[config.mk]
export PLATFORM = sky130hd
export DESIGN_NAME = cpsi_top
export DESIGN_NICKNAME = d
export VERILOG_FILES = /design/src/inc/cpsi_pkg.sv /design/src/rtl/cpsi_top.sv
export VERILOG_INCLUDE_DIRS = /design/src /design/src/inc
export SDC_FILE = /design/constraint.sdc
export NUM_CORES = 1
export LEC_CHECK = 0
export ABC_AREA = 1
export BUFFER_PORTS_ARGS = -buffer_cell sky130_fd_sc_hd__clkbuf_2
export CORE_ASPECT_RATIO = 1.1
export CORE_MARGIN = 2
export CORE_UTILIZATION = 47
export DETAILED_ROUTE_END_ITERATION = 12
export HOLD_SLACK_MARGIN = 0.12
export PLACE_DENSITY_LB_ADDON = 0.1
export SYNTH_ARGS = -nofsm -noshare
export SYNTH_HDL_FRONTEND = slang
export SYNTH_SLANG_ARGS = --single-unit
[constraint.sdc]
create_clock -name clk_in -period 1.6 [get_ports clk_in]
set_input_delay 0.32 -clock clk_in [delete_from_list [all_inputs] [get_ports clk_in]]
set_output_delay 0.32 -clock clk_in [all_outputs]
set_load 0.02 [all_outputs]
[src/inc/cpsi_defs.svh]
`ifndef CPSI_DEFS_SVH
`define CPSI_DEFS_SVH

// register indices; byte address is four times the index
`define CPSI_IDX_CONFIG   10'h0c2
`define CPSI_IDX_CONTROL  10'h0c3
`define CPSI_IDX_STATUS   10'h0c4
`define CPSI_IDX_ENABLE   10'h0c6
`define CPSI_IDX_IRQ_STAT 10'h0c7

// protection_status bit positions
`define CPSI_STS_RX_DETECT  3
`define CPSI_STS_LIST_READY 2
`define CPSI_STS_KEY_READY  1
`define CPSI_STS_AUTHENTICATED 0

// interrupt_enable / interrupt status bit positions
`define CPSI_IRQ_INDIRECT   7
`define CPSI_IRQ_RX_FOUND   6
`define CPSI_IRQ_DOWNSTREAM 5
`define CPSI_IRQ_LIST_READY 4
`define CPSI_IRQ_KEY_READY  3
`define CPSI_IRQ_AUTH_FAIL  2
`define CPSI_IRQ_AUTH_PASS  1
`define CPSI_IRQ_GLOBAL     0

// protection_control strobe bits (self clearing)
`define CPSI_CTL_LIST_CONFIRM 5
`define CPSI_CTL_KEY_CONFIRM  4
`define CPSI_CTL_RESTART      0

// configuration bits
`define CPSI_CFG_WAIT_LOCK 0
`define CPSI_CFG_REPEATER  1

// reset values
`define CPSI_RST_BYTE 8'h00
`define CPSI_RST_WORD 32'h0000_0000

// axi response codes
`define CPSI_RESP_OKAY   2'b00
`define CPSI_RESP_SLVERR 2'b10

`endif

[src/inc/cpsi_pkg.sv]
`default_nettype none

package cpsi_pkg;

  // event and level inputs from the authentication core
  typedef struct packed {
    logic indirect_done;       // pulse: indirect register access finished
    logic receiver_detected;   // level: downstream receiver present
    logic receiver_locked;     // level: receiver locked to serial data
    logic downstream_irq_n;    // level, active low: receiver interrupt
    logic key_list_loaded;     // pulse: key list now in key_list_fifo
    logic receiver_key_loaded; // pulse: key now in receiver_key_regs
    logic auth_pass;           // pulse: authentication completed
    logic auth_lost;           // pulse: authentication failed or lost
  } cpsi_events_t;

  // controls back to the authentication core
  typedef struct packed {
    logic auth_hold;     // level: stall authentication progress
    logic restart_pulse; // pulse: restart authentication
  } cpsi_core_ctrl_t;

endpackage

`default_nettype wire

[src/rtl/cpsi_top.sv]
// Decided for this implementation: the AXI4-Lite slave port.
`timescale 1ns/10ps
`default_nettype none
`include "cpsi_defs.svh"

module cpsi_top
#(
  parameter int ADDR_W = 12  // axi address width
)
(
  input  wire logic                     clk_in,
  input  wire logic                     reset_in,
  // axi4-lite write address
  input  wire logic [ADDR_W-1:0]        s_axi_awaddr_in,
  input  wire logic                     s_axi_awvalid_in,
  output logic                          s_axi_awready_out,
  // axi4-lite write data
  input  wire logic [31:0]              s_axi_wdata_in,
  input  wire logic [3:0]               s_axi_wstrb_in,
  input  wire logic                     s_axi_wvalid_in,
  output logic                          s_axi_wready_out,
  // axi4-lite write response
  output logic [1:0]                    s_axi_bresp_out,
  output logic                          s_axi_bvalid_out,
  input  wire logic                     s_axi_bready_in,
  // axi4-lite read address
  input  wire logic [ADDR_W-1:0]        s_axi_araddr_in,
  input  wire logic                     s_axi_arvalid_in,
  output logic                          s_axi_arready_out,
  // axi4-lite read data
  output logic [31:0]                   s_axi_rdata_out,
  output logic [1:0]                    s_axi_rresp_out,
  output logic                          s_axi_rvalid_out,
  input  wire logic                     s_axi_rready_in,
  // authentication core side
  input  wire cpsi_pkg::cpsi_events_t   events_in,
  output cpsi_pkg::cpsi_core_ctrl_t     core_ctrl_out,
  // interrupt to the controller
  output logic                          irq_out
);

  // ------------------------------------------------------------------
  // axi write channel state
  // ------------------------------------------------------------------
  logic [ADDR_W-1:0] aw_addr_q;   // captured write address
  logic              aw_full_q;   // write address held
  logic [31:0]       w_data_q;    // captured write data
  logic [3:0]        w_strb_q;    // captured byte enables
  logic              w_full_q;    // write data held
  logic              bvalid_q;    // write response pending
  logic [1:0]        bresp_q;     // write response code

  // ------------------------------------------------------------------
  // axi read channel state
  // ------------------------------------------------------------------
  logic              rvalid_q;    // read data pending
  logic [31:0]       rdata_q;     // read data word
  logic [1:0]        rresp_q;     // read response code

  // ------------------------------------------------------------------
  // register state
  // ------------------------------------------------------------------
  logic [7:0] enable_q;           // interrupt_enable
  logic [7:0] irq_stat_q;         // sticky interrupt status, bits 7..1
  logic [1:0] config_q;           // wait-lock and repeater mode
  logic       rx_detect_q;        // status bit 3
  logic       list_ready_q;       // status bit 2
  logic       key_ready_q;        // status bit 1
  logic       authenticated_q;    // status bit 0
  logic       found_prev_q;       // last receiver-found condition
  logic       restart_q;          // restart strobe to the core
  logic       irq_q;              // registered interrupt output

  // ------------------------------------------------------------------
  // handshakes and decode
  // ------------------------------------------------------------------
  wire logic aw_take = s_axi_awvalid_in & s_axi_awready_out;
  wire logic w_take  = s_axi_wvalid_in & s_axi_wready_out;
  wire logic ar_take = s_axi_arvalid_in & s_axi_arready_out;

  // both halves of a write present; performed on this edge
  wire logic do_write = aw_full_q & w_full_q & ~bvalid_q;

  // only the low byte lane carries register data
  wire logic lane0 = w_strb_q[0];

  wire logic [9:0] wr_idx = aw_addr_q[11:2];       // write word index
  wire logic [9:0] rd_idx = s_axi_araddr_in[11:2]; // read word index

  wire logic wr_cfg  = (wr_idx == `CPSI_IDX_CONFIG);
  wire logic wr_ctl  = (wr_idx == `CPSI_IDX_CONTROL);
  wire logic wr_sts  = (wr_idx == `CPSI_IDX_STATUS);
  wire logic wr_ena  = (wr_idx == `CPSI_IDX_ENABLE);
  wire logic wr_isr  = (wr_idx == `CPSI_IDX_IRQ_STAT);
  // status is read only but a write to it is still a valid address
  wire logic wr_hit  = wr_cfg | wr_ctl | wr_sts | wr_ena | wr_isr;

  wire logic rd_cfg  = (rd_idx == `CPSI_IDX_CONFIG);
  wire logic rd_ctl  = (rd_idx == `CPSI_IDX_CONTROL);
  wire logic rd_sts  = (rd_idx == `CPSI_IDX_STATUS);
  wire logic rd_ena  = (rd_idx == `CPSI_IDX_ENABLE);
  wire logic rd_isr  = (rd_idx == `CPSI_IDX_IRQ_STAT);
  wire logic rd_hit  = rd_cfg | rd_ctl | rd_sts | rd_ena | rd_isr;

  // write strobes, one cycle each
  wire logic we_cfg  = do_write & lane0 & wr_cfg;
  wire logic we_ctl  = do_write & lane0 & wr_ctl;
  wire logic we_ena  = do_write & lane0 & wr_ena;
  wire logic we_isr  = do_write & lane0 & wr_isr;

  // confirmation and restart strobes from protection_control
  wire logic list_confirm =
    we_ctl & w_data_q[`CPSI_CTL_LIST_CONFIRM];
  wire logic key_confirm =
    we_ctl & w_data_q[`CPSI_CTL_KEY_CONFIRM];
  wire logic restart_req =
    we_ctl & w_data_q[`CPSI_CTL_RESTART];

  // ------------------------------------------------------------------
  // event detection
  // ------------------------------------------------------------------
  wire logic wait_lock = config_q[`CPSI_CFG_WAIT_LOCK];
  wire logic repeater  = config_q[`CPSI_CFG_REPEATER];

  // with wait-lock set, detection only counts once lock is seen too
  wire logic found_cond = events_in.receiver_detected &
    (~wait_lock | events_in.receiver_locked);
  wire logic found_evt = found_cond & ~found_prev_q;

  // event vector in interrupt status layout; bit 0 is not sticky
  wire logic [7:0] irq_set = {
    events_in.indirect_done,
    found_evt,
    ~events_in.downstream_irq_n,
    events_in.key_list_loaded,
    events_in.receiver_key_loaded,
    events_in.auth_lost,
    events_in.auth_pass,
    1'b0
  };

  // write one to clear; bit 0 is computed, never stored
  wire logic [7:0] irq_clr = we_isr ? {w_data_q[7:1], 1'b0} : 8'h00;

  // set wins over a clear landing in the same cycle
  wire logic [7:0] irq_stat_d = (irq_stat_q & ~irq_clr) | irq_set;

  // any individually enabled event currently indicated
  wire logic pending =
    |(irq_stat_q[7:1] & enable_q[7:1]);

  // global gate then pending drives the line
  wire logic irq_d = enable_q[`CPSI_IRQ_GLOBAL] & pending;

  // ------------------------------------------------------------------
  // status flag next values; set wins over same-cycle clear
  // ------------------------------------------------------------------
  wire logic list_ready_d =
    (list_ready_q & ~list_confirm)
    | events_in.key_list_loaded;
  wire logic key_ready_d =
    (key_ready_q & ~key_confirm)
    | events_in.receiver_key_loaded;
  // a pass that arrives together with a restart still counts
  wire logic authenticated_d =
    (authenticated_q & ~events_in.auth_lost & ~restart_req)
    | events_in.auth_pass;

  // ------------------------------------------------------------------
  // read mux
  // ------------------------------------------------------------------
  wire logic [7:0] status_byte = {
    4'h0, rx_detect_q, list_ready_q, key_ready_q, authenticated_q
  };
  wire logic [7:0] isr_byte = {irq_stat_q[7:1], pending};
  wire logic [7:0] cfg_byte = {6'h00, config_q};

  // control strobes self clear, so the register reads as zero
  wire logic [31:0] rd_word =
    rd_sts ? {24'h000000, status_byte} :
    rd_ena ? {24'h000000, enable_q}    :
    rd_isr ? {24'h000000, isr_byte}    :
    rd_cfg ? {24'h000000, cfg_byte}    :
    `CPSI_RST_WORD;

  // ------------------------------------------------------------------
  // outputs
  // ------------------------------------------------------------------
  // a new address is refused while a response waits, so at most
  // one write is ever in flight
  assign s_axi_awready_out = ~aw_full_q & ~bvalid_q;
  assign s_axi_wready_out  = ~w_full_q & ~bvalid_q;
  assign s_axi_bvalid_out  = bvalid_q;
  assign s_axi_bresp_out   = bresp_q;
  assign s_axi_arready_out = ~rvalid_q;
  assign s_axi_rvalid_out  = rvalid_q;
  assign s_axi_rdata_out   = rdata_q;
  assign s_axi_rresp_out   = rresp_q;

  // repeaters run on through key-ready; the list hold always applies
  assign core_ctrl_out.auth_hold =
    list_ready_q
    | (key_ready_q & ~repeater);
  assign core_ctrl_out.restart_pulse = restart_q;
  assign irq_out = irq_q;

  // ------------------------------------------------------------------
  // write address capture
  // ------------------------------------------------------------------
  always_ff @(posedge clk_in)
  begin
    if (reset_in)
    begin
      aw_full_q <= 1'b0;
      aw_addr_q <= '0;
    end
    else if (aw_take)
    begin
      aw_full_q <= 1'b1;
      aw_addr_q <= s_axi_awaddr_in;
    end
    else if (do_write)
      aw_full_q <= 1'b0;
  end

  // ------------------------------------------------------------------
  // write data capture
  // ------------------------------------------------------------------
  always_ff @(posedge clk_in)
  begin
    if (reset_in)
    begin
      w_full_q <= 1'b0;
      w_data_q <= `CPSI_RST_WORD;
      w_strb_q <= 4'h0;
    end
    else if (w_take)
    begin
      w_full_q <= 1'b1;
      w_data_q <= s_axi_wdata_in;
      w_strb_q <= s_axi_wstrb_in;
    end
    else if (do_write)
      w_full_q <= 1'b0;
  end

  // ------------------------------------------------------------------
  // write response
  // ------------------------------------------------------------------
  always_ff @(posedge clk_in)
  begin
    if (reset_in)
    begin
      bvalid_q <= 1'b0;
      bresp_q  <= `CPSI_RESP_OKAY;
    end
    else if (do_write)
    begin
      bvalid_q <= 1'b1;
      // unmapped addresses answer slverr and change nothing
      bresp_q  <= wr_hit ? `CPSI_RESP_OKAY : `CPSI_RESP_SLVERR;
    end
    else if (s_axi_bready_in)
      bvalid_q <= 1'b0;
  end

  // ------------------------------------------------------------------
  // read response; data captured when the address is taken
  // ------------------------------------------------------------------
  always_ff @(posedge clk_in)
  begin
    if (reset_in)
    begin
      rvalid_q <= 1'b0;
      rdata_q  <= `CPSI_RST_WORD;
      rresp_q  <= `CPSI_RESP_OKAY;
    end
    else if (ar_take)
    begin
      rvalid_q <= 1'b1;
      rdata_q  <= rd_word;
      rresp_q  <= rd_hit ? `CPSI_RESP_OKAY : `CPSI_RESP_SLVERR;
    end
    else if (s_axi_rready_in)
      rvalid_q <= 1'b0;
  end

  // ------------------------------------------------------------------
  // software registers
  // ------------------------------------------------------------------
  always_ff @(posedge clk_in)
  begin
    if (reset_in)
    begin
      enable_q <= `CPSI_RST_BYTE;
      config_q <= 2'b00;
    end
    else
    begin
      if (we_ena)
        enable_q <= w_data_q[7:0];
      if (we_cfg)
        config_q <= w_data_q[1:0];
    end
  end

  // ------------------------------------------------------------------
  // protection status flags
  // ------------------------------------------------------------------
  always_ff @(posedge clk_in)
  begin
    if (reset_in)
    begin
      rx_detect_q  <= 1'b0;
      list_ready_q <= 1'b0;
      key_ready_q  <= 1'b0;
      authenticated_q <= 1'b0;
    end
    else
    begin
      rx_detect_q  <= events_in.receiver_detected;
      list_ready_q <= list_ready_d;
      key_ready_q  <= key_ready_d;
      authenticated_q <= authenticated_d;
    end
  end

  // ------------------------------------------------------------------
  // interrupt status, found edge history, restart strobe, line
  // ------------------------------------------------------------------
  always_ff @(posedge clk_in)
  begin
    if (reset_in)
    begin
      irq_stat_q   <= `CPSI_RST_BYTE;
      found_prev_q <= 1'b0;
      restart_q    <= 1'b0;
      irq_q        <= 1'b0;
    end
    else
    begin
      irq_stat_q   <= irq_stat_d;
      found_prev_q <= found_cond;
      restart_q    <= restart_req;
      irq_q        <= irq_d;
    end
  end

endmodule

`default_nettype wire

# Word level (Yosys, flattened, before mapping)
# Cells that the tools add are included.
# totals
ff_bits,86
inputBits,75
# classes
n_mux,14
bitwise_logic,52
reduce_logical,5
eq_ne,10
# op_table
cell,n
"== test 10 x 8 -> 1 bit, second input constant",10
two-way mux 8 bit,4
bitwise AND 1 bit,23
OR 1 bit,13
inverter 1 bit,12
bitwise AND 8 bit,1
inverter 8 bit,1
OR 8 bit,1
nonzero test 2 bit,4
bitwise AND 7 bit,1
two-way mux 1 bit,7
OR reduction 7 bit,1
two-way mux 2 bit,3

# Depth between registers and ports, before layout
# Gate-level depths: netlist of run 1.
# depth
depth_word,8
depth_mapped,9

# Worst setup path before layout of run 1
# OpenSTA, ideal clock, no wires.
# synth_path
path_type,reg2reg
from,"register bvalid_q, in the netlist s_axi_bvalid_out"
to,register w_strb_q[0]
synth_period_minus_slack_ps,1505
setup_slack_ps,95
t_arrival_ps,1389
setup_time_ps,116
path_stages_with_launch,6
path_cell_list,dfxtp_1 > nor2_1 > nand2_1 > buf_2 > o21ai_0 > nor2_1
# synth_between
elab_chain_cells,3
# synth_lines
element,line_no,source
from (decl),cpsi_top.sv:50,logic bvalid_q;
from (signal assigned),cpsi_top.sv:254,bvalid_q <= 1'b0;
from (signal assigned),cpsi_top.sv:259,bvalid_q <= 1'b1;
from (signal assigned),cpsi_top.sv:264,bvalid_q <= 1'b0;
inverter 1 bit,cpsi_top.sv:192,assign s_axi_wready_out = ~w_full_q & ~bvalid_q;
bitwise AND 1 bit,cpsi_top.sv:192,
named net s_axi_wready_out,cpsi_top.sv:21,"output logic s_axi_wready_out,"
bitwise AND 1 bit,cpsi_top.sv:78,wire logic w_take = s_axi_wvalid_in & s_axi_wready_out;
to (signal assigned),cpsi_top.sv:241,w_strb_q <= s_axi_wstrb_in;
to (decl),cpsi_top.sv:48,logic [3:0] w_strb_q;
# The timed path passes the listed nets, and every way through them passes these cells.
# A chain may end at the register's enable or synchronous reset.

# Final worst setup path of run 1
# layout_path
from,"register bvalid_q, in the netlist s_axi_bvalid_out"
to,output s_axi_wready_out
# layout_between
elab_chain_cells,2
# layout_lines
element,line_no
inverter 1 bit,cpsi_top.sv:192
bitwise AND 1 bit,cpsi_top.sv:192
to (decl),cpsi_top.sv:21
# Every way passes these cells.

==> results of run 1 <==
## routing by layer
metal	wire length (µm)	vias up	share of wire (%)	global-route usage, %
li1	-	1299	-	-
met1	2700	1067	45	22.2
met2	2800	71	47	33.9
met3	319	14	5.3	5.95
met4	149	0	2.5	9.75
met5	0	-	0	0
## cells in the mapped netlist
master      n  area [µm²]
nand3_1    14        70.1
clkinv_4    1        8.76
o21a_1      1        7.51
nor2_1     66         248
o21bai_1    1        7.51
nor2_2      4        25.0
or2_2       1        6.26
nor2_4      4        45.0
o2111ai_1   1        8.76
nand4_1     6        37.5
nand2_2     1        6.26
o21ai_0    38         190
inv_1      39         146
clkbuf_1    8        30.0
nand2_1    71         267
conb_1      1        3.75
nand3_2     3        30.0
nor3_1      2        10.0
o32ai_1     1        8.76
nand3_4     1        17.5
inv_2       2        7.51
buf_2       1        5.00
a21oi_1    32         160
buf_4      27         203
o31ai_1     1        7.51
dfxtp_1    57        1140
## power breakdown
part           switching (mW)  internal [mW]  total, mW
clock network           0.585          0.955       1.54
registers              0.0504           1.50       1.55
logic                   0.284          0.136      0.420
## timing repair
item	4_1_cts	5_1_grt
endpoints found under the setup margin	0	5
buffers inserted	0	0
resized for setup	0	1
## logic make-up after synthesis
kind of cell / share of synthesized area, %
and+or+nand+nor: 28.2
AOI/OAI and AO/OA: 14.5
buffers and inverters: 14.8
other: 0.139
DFF: 42.3
## worst max path at each step
stage	start	endpoint	slack [ps]
global route	aw_addr_q[6]	irq_stat_q[4]	7
CTS	s_axi_bvalid_out	s_axi_wready_out	130
finish	s_axi_bvalid_out	s_axi_wready_out	110
global placement	aw_addr_q[6]	irq_stat_q[3]	170
floorplan	s_axi_bvalid_out	w_strb_q[0]	100
detailed placement	s_axi_bvalid_out	w_data_q[3]	150
## layout make-up
class / instances / area, µm² / share of cell area [%]
Clock buffer: 11 / 151 / 4.70
Tap cell: 75 / 93.8 / 2.91
Sequential cell: 57 / 1140 / 35.4
Clock inverter: 5 / 77.6 / 2.41
Inverter: 42 / 163 / 5.05
Timing Repair Buffer: 66 / 343 / 10.6
Multi-Input combinational cell: 274 / 1250 / 38.9
## registers in the layout, indices dropped and copies added (netlist names), 2 cells and up
name and count:
aw_addr_q 10, config_q 2, enable_q 8, irq_stat_q 7, s_axi_rdata_out 8, w_data_q 8
## metrics by stage
step	power (mW)	setup WS [ps]	std cells	hold WS, ps	instance area, µm²
6_report	3.51	108	530	166	3220
4_1_cts	3.55	130	530	164	3220
5_1_grt	3.69	6.81	530	172	3220
3_3_place_gp	1.99	167	514	417	2990
2_1_floorplan	1.91	95.0	409	412	2790
3_5_place_dp	2.00	147	514	428	2990
## worst reg2reg max path, delay by kind of cell (launching register included)
| kind | cells | cell delay (ps) |
|---|---|---|
| AO/OA/AOI/OAI | 2 | 310 |
| flip-flops | 1 | 310 |
| AND/OR/NAND/NOR | 4 | 710 |
==> metrics.md, run 1 <==
| Metric | Value |
|---|---|
| Hold Startpoint | `events_in[4]` |
| Initial Utilization | `49.4%` |
| WP buf/inv | `1` |
| Final core occ | `59.0%` |
| Peak supply drop | `approximately 0.63 mV` |
| CP delay by family, top | `flip-flops` |
| RSZ-0062 raised after global routing | `no` |
| Seq cells post-synth | `57` |
| R2R setup slack | `160 ps` |
| Layout cells sized above 1 | `22.0%` |
| Final period utilization | `93.3%` |
| Worst EP arrival | `around 1200 ps` |
| TritonCTS Sinks | `57` |
| Cell Area, Synth | `2700 µm²` |
| WHS Path Cells | `2` |
| CP peak stage delay | `340 ps` |
| Antenna Nets Post-Route | `0` |
| Clk pin slew, worst setup/hold paths | `60 ps` |
| Count of final hold-check violations | `0` |
| Crit-path slowest cell | `dfxtp_1` |
| Min-Delay Endpoint | `irq_stat_q[5]` |
| Setup TNS | `0 ps` |
| Pwr dens | `~1100 nW/µm²` |
| Ant. Diodes | `0` |
| Gate Count Post-Synth | `between 300 and 400` |
| 1st-iter DRT viols | `98` |
| Critical path, cell by cell | `nor2_1 -> clkbuf_2` |
| CP Class | `register to output port` |
| GRT Total Usage | `19.7%` |
| Core Box Area | `between 5000 and 6000 µm²` |
| Initial antenna violation count | `0` |
| Site Rows | `28` |
| Hold WC Path Type | `input pin to register` |
| Setup Viol. Count Final | `0` |
| Die width | `76.2 µm` |
| Vias | `2,451` |
| Reg2reg end | `irq_stat_q[2]` |
| CP required | `1280 ps` |
| Worst setup SP type | `register` |
| Clock skew | `5.46 ps` |
| First-pass iteration count of the detailed router | `5` |
| Sequential element share of the synthesized area | `42.3%` |
| Crit path depth | `2` |
| Count of final max-slew check failures | `0` |
| CTS tree | `yes` |
| Worst skew pair latency | `between 300 and 400 ps` |
| Post-layout min period | `1490 ps` |
| Fin nets | `approximately 530` |
| CTS root buffer | `clkbuf_8` |
| Most frequent cells in the layout | `nand2_1, nor2_1, clkbuf_2, dfxtp_1, inv_1` |
| Peak Freq | `670 MHz` |
| CP Max Fanout | `4` |
| IO Count | `119` |
| Die height | `approximately 83 µm` |
| Critical Path End Type | `output port` |
| Reg2Reg Launch Point | `aw_addr_q[6]` |
| Residual DRC | `0` |
| Vias per inst | `4.62` |
| Hold_buf cts | `0` |
| Largest net degree at the start of global routing | `33` |
| Filler cells | `541` |
| Die ar. | `6360 µm²` |
| DR WL/cell | `11.3 µm` |
| CTS max path bufs | `2` |
| Area grow syn2layout | `19.4%` |
| Yosys warns | `0` |
| First-pass GRT wire length | `9980 µm` |
| Final WL | `5970 µm` |
| Unique cell type count in the Yosys netlist | `26` |
| Max-Cap Viols | `0` |
| Htree depth | `3` |
| CTS buffer count | `9` |
| DP Wirelength | `4400 µm` |
| GPL Wtd Cong | `about 0.84` |
| I/O Buffers | `61` |
| Vias in the first global route | `roughly 2,300` |
| Status | `complete, no violations` |
| Pleak | `1.54 nW` |
| FF-to-FF path depth | `6` |
| Synthesized area per cell | `7.02 µm²` |
| Most common cell after layout, fill and taps aside | `nand2_1` |
| Congestion Overflow GR | `0` |
Power figures use the tool's default switching activity.
==> run 2: changes to the inputs <==
--- a/config.mk
+++ b/config.mk
@@ -13,7 +13,7 @@
 export CORE_UTILIZATION = 47
 export DETAILED_ROUTE_END_ITERATION = 12
 export HOLD_SLACK_MARGIN = 0.12
-export PLACE_DENSITY_LB_ADDON = 0.1
+export PLACE_DENSITY_LB_ADDON = 0.08
 export SYNTH_ARGS = -nofsm -noshare
 export SYNTH_HDL_FRONTEND = slang
 export SYNTH_SLANG_ARGS = --single-unit
==> run 2 against run 1 <==
Net effect:
- routed wire length decreased by 0.95%
- highest routed layer unchanged
- worst hold slack improved by 8.8 ps
- global-route usage decreased by 0.53 points
- fmax increased by 2.1%
- sequential share of layout area increased by 0.62 points
- total power decreased by 10%
- count of clock-buffer cells in the layout increased by 2
- first-iteration DRC count decreased by 13%
- largest power group unchanged
- register-to-register slack about the same
- clock skew increased by 1.3 ps
==> metrics.md, run 2 (synthesis gave the netlist of run 1 again) <==
| Metric | Value |
|---|---|
| Status | `complete, no violations` |
| Vias in the first global route | `2,213` |
| Die height | `83.5 µm` |
| Post-layout min period | `1460 ps` |
| Comb pwr share | `approximately 13%` |
| Pint | `2.28 mW` |
| Die ar. | `6360 µm²` |
| Top reg by flops | `aw_addr_q` |
| Layout cells sized above 1 | `21.5%` |
| Ant. Diodes | `0` |
| I/O Buffers | `roughly 60` |
| Die width | `76.2 µm` |
| Htree depth | `3` |
| First-pass iteration count of the detailed router | `4` |
| 1st-iter DRT viols | `85` |
| Fin area | `3170 µm²` |
| CTS buffer count | `9` |
| Sw power | `approximately 0.87 mW` |
| Max-Cap Viols | `0` |
| Critical path, cell by cell | `nor2_1 -> clkbuf_2` |
| Fin nets | `525` |
| IO Count | `~120` |
| GRT Total Usage | `19.2%` |
| Setup TNS | `0 ps` |
| Core Box Area | `5470 µm²` |
| Most common cell after layout, fill and taps aside | `nand2_1` |
| CTS max path bufs | `2` |
| Vias | `~2,400` |
| Hold WC Path Type | `input pin to register` |
| Clk pin slew, worst setup/hold paths | `60 ps` |
| Post-DP Area | `2990 µm²` |
| Peak Freq | `684 MHz` |
| TritonCTS Sinks | `57` |
| Dpl ws | `between 100 and 150 ps` |
| Crit path setup slack, layout | `139 ps` |
| Antenna Nets Post-Route | `0` |
| Final period utilization | `91.3%` |
| Clock share of power | `a little under two fifths` |
| CP required | `1280 ps` |
| CTS tree | `yes` |
| CP peak stage delay | `340 ps` |
| FF+latch area | `roughly 1100 µm²` |
| Peak supply drop | `0.639 mV` |
| RSZ-0062 raised after global routing | `no` |
| Setup Viol. Count Final | `0` |
| CP Max Fanout | `4` |
| DR WL/cell | `11.2 µm` |
| Count of final hold-check violations | `0` |
| Clock skew | `6.76 ps` |
| Sw Ratio | `27.7%` |
| Sequential share of power | `49.4%` |
| Count of final max-slew check failures | `0` |
| Crit-path slowest cell | `dfxtp_1` |
| Area grow syn2layout | `17.4%` |
| Final WL | `5910 µm` |
| Site Rows | `28` |
| Max reg flops | `10` |
| DP Wirelength | `4480 µm` |
| Largest net degree at the start of global routing | `31` |
| Pwr dens | `994 nW/µm²` |
| Vias per inst | `around 4.6` |
| Initial Utilization | `49.4%` |
| Filler cells | `573` |
| Multi-input logic area | `1250 µm²` |
| CP Class | `register to output port` |
| Initial antenna violation count | `0` |
| Critical Path End Type | `output port` |
| First-pass GRT wire length | `9810 µm` |
| Pleak | `1.52 nW` |
| Worst skew pair latency | `~330 ps` |
| GPL Wtd Cong | `just under 0.9` |
| Residual DRC | `0` |
| Worst EP arrival | `1140 ps` |
| Worst setup SP type | `register` |
| CTS root buffer | `clkbuf_8` |
| Congestion Overflow GR | `0` |
| Most frequent cells in the layout | `nand2_1, nor2_1, clkbuf_2, dfxtp_1, inv_1` |
| Hold_buf cts | `0` |
run 2: cell types whose count changed in the layout (fill, tap and decap cells not counted):
cell,change
bufinv_16,-2
clkbuf_1,+2
clkinvlp_4,-1
clkinv_2,+1
run 2: metal layers:
metal,vias to the layer above,track usage (%),wire (µm)
li1,1303,-,-
met1,1063,21.8,2500
met2,72,34.4,2990
met3,8,4.76,348
met4,0,7.44,76
met5,-,0,0
run 2: area by class of cell:
cell class              count  share of cell area [%]
clock buffers              13                    5.02
well taps                  75                    2.96
repair buffers             66                    10.8
flip-flops and latches     57                    36.0
multi-input cells         274                    39.5
clock inverters             3                   0.474
inverters                  42                    5.14
run 2: through the flow:
step | power (mW) | std cells | util [%] | hold slack (ps)
final | 3.15 | 530 | 57.9 | 175
after global routing | 3.32 | 530 | 57.9 | 174
after CTS | 3.19 | 530 | 57.9 | 164
after detailed placement | 2.01 | 514 | 54.7 | 430
after global placement | 2.00 | 514 | 54.7 | 420
after floorplan | 1.91 | 409 | - | 412
run 2: power by group through the flow:
stage / combinational, mW / sequential [mW] / clock [mW]
floorplan: 0.326 / 1.59 / 0
global placement: 0.414 / 1.58 / 0
detailed placement: 0.421 / 1.59 / 0
CTS: 0.423 / 1.55 / 1.21
global route: 0.476 / 1.57 / 1.28
finish: 0.420 / 1.56 / 1.17
run 2: worst max-delay path, delay by kind of cell (launching register included):
family	cells	cell delay [ps]
simple gates	1	250
buf+inv	1	230
flops	1	340
run 2: worst paths after layout:
kind / cells past startpoint / from / to / slack (ps)
worst max-delay path: 2 / s_axi_bvalid_out / s_axi_wready_out / 140
worst min-delay path: 2 / events_in[4] / irq_stat_q[5] / 170
worst max register to register: 6 / aw_addr_q[6] / irq_stat_q[2] / 160
worst min register to register: 1 / found_prev_q / irq_stat_q[6] / 430
run 2: what timing repair did:
item                                   CTS  global route
buffers inserted                         0             0
resized for setup                        0             1
endpoints found under the hold margin    0             0
setup endpoints to repair                0             1
